$ cat config.mk
export PLATFORM = sky130hd
export DESIGN_NAME = cgc_clock_control
export DESIGN_NICKNAME = d
export VERILOG_FILES = /design/src/cgc_clock_control.v
export VERILOG_INCLUDE_DIRS = /design/src
export SDC_FILE = /design/constraint.sdc
export NUM_CORES = 1
export LEC_CHECK = 0
export BUFFER_PORTS_ARGS = -buffer_cell sky130_fd_sc_hd__buf_2
export CORE_AREA = 3 3 85 87
export CTS_BUF_LIST = sky130_fd_sc_hd__clkbuf_4 sky130_fd_sc_hd__clkbuf_8 sky130_fd_sc_hd__clkbuf_16
export CTS_CLUSTER_DIAMETER = 40
export DETAILED_ROUTE_END_ITERATION = 10
export DIE_AREA = 0 0 88 90
export HOLD_SLACK_MARGIN = 0.03
export PLACE_DENSITY = 0.66
export SYNTH_ARGS = -nofsm -noshare
export SYNTH_HDL_FRONTEND = slang
export SYNTH_SLANG_ARGS = --single-unit
$ cat constraint.sdc
create_clock -name clk -period 1.87 [get_ports clk]
set_clock_uncertainty 0.1 [all_clocks]
set_input_delay 0.374 -clock clk [delete_from_list [all_inputs] [get_ports clk]]
set_output_delay 0.374 -clock clk [all_outputs]
set_load 0.02 [all_outputs]
$ cat src/cgc_clock_regs.vh
// Purpose: Offsets, field positions, reset values and AHB transfer types for the clock control block.
// Assumes: Byte addresses within the block's 64 KB window on the system bus.
// Notes: Included by the clock control module only.
`ifndef CGC_CLOCK_REGS_VH
`define CGC_CLOCK_REGS_VH

// Register byte offsets.
`define CGC_OFF_OSC_CTRL 16'h0400
`define CGC_OFF_UNIT_GATES 16'h0404

// Oscillator control fields and reset value.
`define CGC_OSC_PLL_STABLE_BIT 0
`define CGC_OSC_PLL_EN_BIT 1
`define CGC_OSC_RING_EN_BIT 2
`define CGC_OSC_CTRL_RESET 8'h06

// Unit clock gate fields and reset value.
`define CGC_GATE_CARD_ONE_BIT 3
`define CGC_GATE_CARD_TWO_BIT 4
`define CGC_GATE_USB_BIT 7
`define CGC_GATE_UART_BIT 8
`define CGC_GATE_SMARTCARD_BIT 9
`define CGC_GATE_SERIAL_BIT 10
`define CGC_GATE_AES_BIT 11
`define CGC_GATE_FLASH_BIT 12
`define CGC_GATE_SRAM_BIT 13
`define CGC_GATE_TIMER_BIT 14
`define CGC_GATE_WRITABLE 32'h0000_7F98
`define CGC_UNIT_GATES_RESET 32'h0000_0000

// AHB transfer types that carry a request.
`define CGC_HTRANS_NONSEQ 2'h2
`define CGC_HTRANS_SEQ 2'h3

`endif

$ cat src/cgc_clock_control.v
// Purpose: Clock control register block: ring oscillator and PLL enables, PLL stable status,
//   system clock source select and glitch-free clock gates for ten peripheral units.
// Assumes: AHB-lite slave on the system clock; wake-up and PLL lock inputs are asynchronous.
// Notes: Zero wait states, always OKAY; unmapped addresses read zero and ignore writes.
`timescale 1ns/1ps
`default_nettype none
`include "cgc_clock_regs.vh"

module cgc_clock_control #(
  parameter NUM_UNITS = 10
) (
  input wire clk,
  input wire rstn,
  input wire hsel,
  input wire [15:0] haddr,
  input wire [1:0] htrans,
  input wire hwrite,
  input wire [2:0] hsize,
  input wire [31:0] hwdata,
  input wire hready,
  output reg [31:0] hrdata,
  output wire hready_out,
  output wire hresp,
  input wire wake_event,
  input wire usb_wake_event,
  input wire usb_engine_power_enable,
  input wire pll_lock,
  output wire ring_osc_enable,
  output wire pll_enable,
  output wire sys_clk_select_pll,
  output wire [NUM_UNITS-1:0] unit_clk,
  output wire [NUM_UNITS-1:0] unit_low_power,
  output wire usb_phy_power_down,
  output reg usb_ctrl_reset
);

  // Registers and status.
  reg ring_osc_en;
  reg pll_en;
  reg [31:0] unit_clock_gates;
  reg [1:0] wake_sync;
  reg [1:0] usb_wake_sync;
  reg [1:0] lock_sync;
  reg usb_gate_seen;
  reg data_write;
  reg [15:0] data_addr;
  reg [NUM_UNITS-1:0] gate_latched;
  wire wake_now;
  wire usb_wake_now;
  wire pll_stable;
  wire req;
  wire [7:0] osc_ctrl_value;
  wire [NUM_UNITS-1:0] gate_bits;
  reg [31:0] next_hrdata;

  // Reset image of the oscillator control register, so single fields can be picked out.
  localparam [7:0] OSC_RESET = `CGC_OSC_CTRL_RESET;

  // Returns one when the address selects the given register.
  function hits;
    input [15:0] addr;
    input [15:0] offset;
    begin
      hits = (addr == offset);
    end
  endfunction

  // Two-flop synchronisers for the asynchronous wake-up and lock inputs.
  always @(posedge clk or negedge rstn) begin
    if (!rstn) begin
      wake_sync <= 2'h0;
      usb_wake_sync <= 2'h0;
      lock_sync <= 2'h0;
    end else begin
      wake_sync <= {wake_sync[0], wake_event};
      usb_wake_sync <= {usb_wake_sync[0], usb_wake_event};
      lock_sync <= {lock_sync[0], pll_lock};
    end
  end

  // A USB resume counts only while the USB engine clock and power are on.
  assign usb_wake_now = usb_wake_sync[1] & usb_engine_power_enable &
    unit_clock_gates[`CGC_GATE_USB_BIT];
  // Any wake-up event, USB or not, wakes the ring oscillator.
  assign wake_now = wake_sync[1] | usb_wake_sync[1];

  // AHB address phase: a valid request while the bus is ready.
  assign req = hsel & hready & (htrans == `CGC_HTRANS_NONSEQ | htrans == `CGC_HTRANS_SEQ);
  assign hready_out = 1'b1;
  assign hresp = 1'b0;

  // Capture the address phase of a write for the following data phase.
  always @(posedge clk or negedge rstn) begin
    if (!rstn) begin
      data_write <= 1'b0;
      data_addr <= 16'h0000;
    end else begin
      data_write <= req & hwrite;
      data_addr <= haddr;
    end
  end

  // Oscillator enables; hardware set wins over a firmware clear.
  always @(posedge clk or negedge rstn) begin
    if (!rstn) begin
      ring_osc_en <= OSC_RESET[`CGC_OSC_RING_EN_BIT];
      pll_en <= OSC_RESET[`CGC_OSC_PLL_EN_BIT];
    end else begin
      if (data_write && hits(data_addr, `CGC_OFF_OSC_CTRL)) begin
        ring_osc_en <= hwdata[`CGC_OSC_RING_EN_BIT] | wake_now;
        // A running PLL is kept on while any wake-up is active; only a USB wake starts it.
        pll_en <= hwdata[`CGC_OSC_PLL_EN_BIT] | usb_wake_now | (pll_en & wake_now);
      end else begin
        ring_osc_en <= ring_osc_en | wake_now;
        pll_en <= pll_en | usb_wake_now;
      end
    end
  end

  // Unit gates; only documented bits are writable.
  always @(posedge clk or negedge rstn) begin
    if (!rstn) begin
      unit_clock_gates <= `CGC_UNIT_GATES_RESET;
    end else if (data_write && hits(data_addr, `CGC_OFF_UNIT_GATES)) begin
      unit_clock_gates <= hwdata & `CGC_GATE_WRITABLE;
    end
  end

  // One-cycle reset pulse to the USB controller on the first enable after reset.
  always @(posedge clk or negedge rstn) begin
    if (!rstn) begin
      usb_gate_seen <= 1'b0;
      usb_ctrl_reset <= 1'b0;
    end else begin
      usb_ctrl_reset <= unit_clock_gates[`CGC_GATE_USB_BIT] & ~usb_gate_seen;
      if (unit_clock_gates[`CGC_GATE_USB_BIT]) begin
        usb_gate_seen <= 1'b1;
      end
    end
  end

  // PLL is stable only while enabled and locked; then it drives the system clock.
  assign pll_stable = pll_en & lock_sync[1];
  assign sys_clk_select_pll = pll_stable;
  assign ring_osc_enable = ring_osc_en;
  assign pll_enable = pll_en;
  assign usb_phy_power_down = ~unit_clock_gates[`CGC_GATE_USB_BIT];

  // Read data is prepared in the address phase and held in a flop for the data phase.
  assign osc_ctrl_value = {5'h00, ring_osc_en, pll_en, pll_stable};
  always @* begin
    next_hrdata = 32'h0000_0000;
    if (hits(haddr, `CGC_OFF_OSC_CTRL)) begin
      next_hrdata = {24'h00_0000, osc_ctrl_value};
    end else if (hits(haddr, `CGC_OFF_UNIT_GATES)) begin
      next_hrdata = unit_clock_gates;
    end
  end

  always @(posedge clk or negedge rstn) begin
    if (!rstn) begin
      hrdata <= 32'h0000_0000;
    end else if (req && !hwrite) begin
      hrdata <= next_hrdata;
    end
  end

  // Gate bit order: card one, card two, USB, UART, smart card, serial, AES, flash, SRAM, timer.
  assign gate_bits = {
    unit_clock_gates[`CGC_GATE_TIMER_BIT],
    unit_clock_gates[`CGC_GATE_SRAM_BIT],
    unit_clock_gates[`CGC_GATE_FLASH_BIT],
    unit_clock_gates[`CGC_GATE_AES_BIT],
    unit_clock_gates[`CGC_GATE_SERIAL_BIT],
    unit_clock_gates[`CGC_GATE_SMARTCARD_BIT],
    unit_clock_gates[`CGC_GATE_UART_BIT],
    unit_clock_gates[`CGC_GATE_USB_BIT],
    unit_clock_gates[`CGC_GATE_CARD_TWO_BIT],
    unit_clock_gates[`CGC_GATE_CARD_ONE_BIT]
  };

  // Enables change only while the clock is low, so each gated clock has whole pulses.
  genvar g;
  generate
    for (g = 0; g < NUM_UNITS; g = g + 1) begin : gen_gate
      always @(negedge clk or negedge rstn) begin
        if (!rstn) begin
          gate_latched[g] <= 1'b0;
        end else begin
          gate_latched[g] <= gate_bits[g];
        end
      end
      assign unit_clk[g] = clk & gate_latched[g];
      assign unit_low_power[g] = ~gate_bits[g];
    end
  endgenerate

endmodule // cgc_clock_control
`default_nettype wire

==> impl_metrics.toml <==
[run_status]
status = "finished, violations left"
violations = "setup timing"

[placed_design]
portBuffers = 75
place.gp.congestion = 0.732
placedInstanceArea_um2 = 2710
dp_hpwl_um = 3250

[detailed_routing]
vias = 1555
ant_nets = 0
wl_per_cell_um = 14.9
drt_wl_total_um = 5270
drtPass1Iterations = 4
viasPerCell = 4.41
first_iter_violations = 24
drc = 0

[min_path]
holdPathStages = 2
hp-class = "primary input to flip-flop"

[timing]
tightest_slew_ns = 0.514
tns_ns = -7.47
setup_viol = 32
slew_headroom_pct = 65.7
slew_violations = 0
layout_setup_ws_ns = -0.607
grt_setup_unrepaired = "true"
holdWs_ns = 0.0627
finalHoldViolations = 0

[critical_path]
arrival_ns = 2.00
critPathKind = "flip-flop to output pin"
max_stage_delay_ns = 0.39
slowest_stage = "dfrtn_1"
crit_path_cell_trace = "and2_4 > buf_6"
crit_family = "flip-flops"
worst-path-buf-inv = 1
crit_cells = 2
crit_path_end_kind = "output pin"
cp-start-kind = "flip-flop"
crit_fanout = 1
worstRegToRegCells = 5
critPathRequiredTime_ns = 1.40

[global_routing]
grt_pass1_wl_um = 8160
groute.usage.overall_pct = 14.5
grt_start_max_net_pins = 45
grt_pass1_vias = 1657
antenna_found_initial = 0
gr-total-overflow = 0

[floorplanning]
die_area_um2 = 7920
initial_utilization_pct = 35.2
ios = 121
die_y_um = 90
core_area_um2 = 6420
fp-row-count = 29
die_x_um = 88

[clock_network]
clk_latency_ns = 0.44
cts_tree = "yes"
path_clk_slew_ns = 0.07

[final_layout]
design_area_um2 = 3320
diodes = 0
finalNetCount = 333
final_cell_mix = "65 x buf_2, 48 x dfrtp_1, 21 x conb_1"
synthToLayoutAreaGrowth_pct = 47.0
drive_gt1_share_pct = 50.0
layout_commonest_cell = "buf_2"

[pwr]
leakagePower_nw = 1.70
power.total_mw = 3.65
power.density_nw_per_um2 = 1100
ir_drop_mv = 0.526

[synth]
synth_cells = 157
avgSynthCellArea_um2 = 14.4
syn-cell-area_um2 = 2260
synth_seq_cells = 60
ys_types = 30
ys_seq_area_share_pct = 66.5
synth_warnings = 0

[run]
cap_violations = 0
final cells by class:
class                   instances  area, um2
multi-input cells              83        714
clock inverters                 6       63.8
inverters                      11       41.3
clock buffers                  24        305
flip-flops and latches         60       1500
well taps                      77       96.3
repair buffers                 92        598
fillers                       551       3100
timing repair:
item	CTS	global route
hold buffers	20	0
endpoints found under the setup margin	32	45
resized for setup	29	6
hold endpoints to repair	51	0
pin swaps	3	4
setup buffers	1	1
cloned	1	0
final timing paths:
kind / startpoint / endpoint / slack [ns]
min in group asynchronous: rstn / data_addr[13] / 0.34
setup / recovery: gate_latched[9] / unit_clk[9] / -0.61
hold / removal: hwdata[4] / unit_clock_gates[4] / 0.06
hold reg to reg: lock_sync[0] / lock_sync[1] / 0.25
setup reg to reg: data_addr[9] / unit_clock_gates[10] / -0.15
max in group asynchronous: rstn / gate_latched[7] / 0.26
metrics by stage:
step	utilization [%]	setup WS, ns	cells
3_5_place_dp	42.2	-0.172	310
3_3_place_gp	42.2	-0.167	310
2_1_floorplan	-	-0.0610	176
6_report	51.7	-0.607	353
5_1_grt	51.7	-0.655	353
4_1_cts	51.1	-0.631	352
state kept, by name (all words and copies together) (netlist names), 2 cells and up:
signal	flops
hrdata	13
gate_latched	10
usb_wake_sync	2
data_addr	16
unit_clock_gates	10
lock_sync	2
wake_sync	2
cell usage after synthesis:
cell / n / area, um2
a22o_1: 13 / 114
a31oi_1: 1 / 6.26
and2_1: 11 / 68.8
and4_1: 1 / 8.76
buf_4: 22 / 165
clkbuf_1: 1 / 3.75
conb_1: 2 / 7.51
dfrtn_1: 10 / 250
dfrtp_1: 48 / 1200
dfstp_2: 2 / 52.6
inv_1: 11 / 41.3
mux2_4: 10 / 150
mux2i_1: 1 / 10.0
nand2_4: 1 / 11.3
nand3_1: 1 / 5.00
nand3b_1: 1 / 7.51
nand4_1: 1 / 6.26
nand4b_1: 1 / 8.76
nor2_1: 5 / 18.8
nor3_1: 2 / 10.0
nor3_2: 1 / 10.0
nor4_1: 2 / 12.5
nor4_4: 1 / 21.3
nor4b_1: 1 / 8.76
o21ai_0: 1 / 5.00
or2_2: 1 / 6.26
or4_1: 2 / 15.0
or4_4: 1 / 11.3
or4b_1: 1 / 10.0
or4b_4: 1 / 13.8
layer usage:
layer,routed length [um],track usage [%]
met1,2110,15.9
met2,2520,20.4
met3,430,6.95
met4,209,12.5
met5,0,0
where the power goes:
| group | switching (mW) | leakage (nW) | internal [mW] |
|---|---|---|---|
| Sequential | 0.0269 | 0.729 | 1.35 |
| Clock | 0.859 | 0.234 | 1.20 |
| Combinational | 0.125 | 0.734 | 0.0935 |
| Total | 1.01 | 1.70 | 2.64 |
kinds of logic after synthesis:
| logic type | count (synthesis) | synth area share (%) |
|---|---|---|
| other | 2 | 0.332 |
| buffers and inverters | 34 | 9.30 |
| AOI/OAI and AO/OA | 15 | 5.53 |
| muxes | 11 | 7.08 |
| DFF | 60 | 66.5 |
| and+or+nand+nor | 35 | 11.2 |
Note: power is estimated with default switching activity, not from simulation.
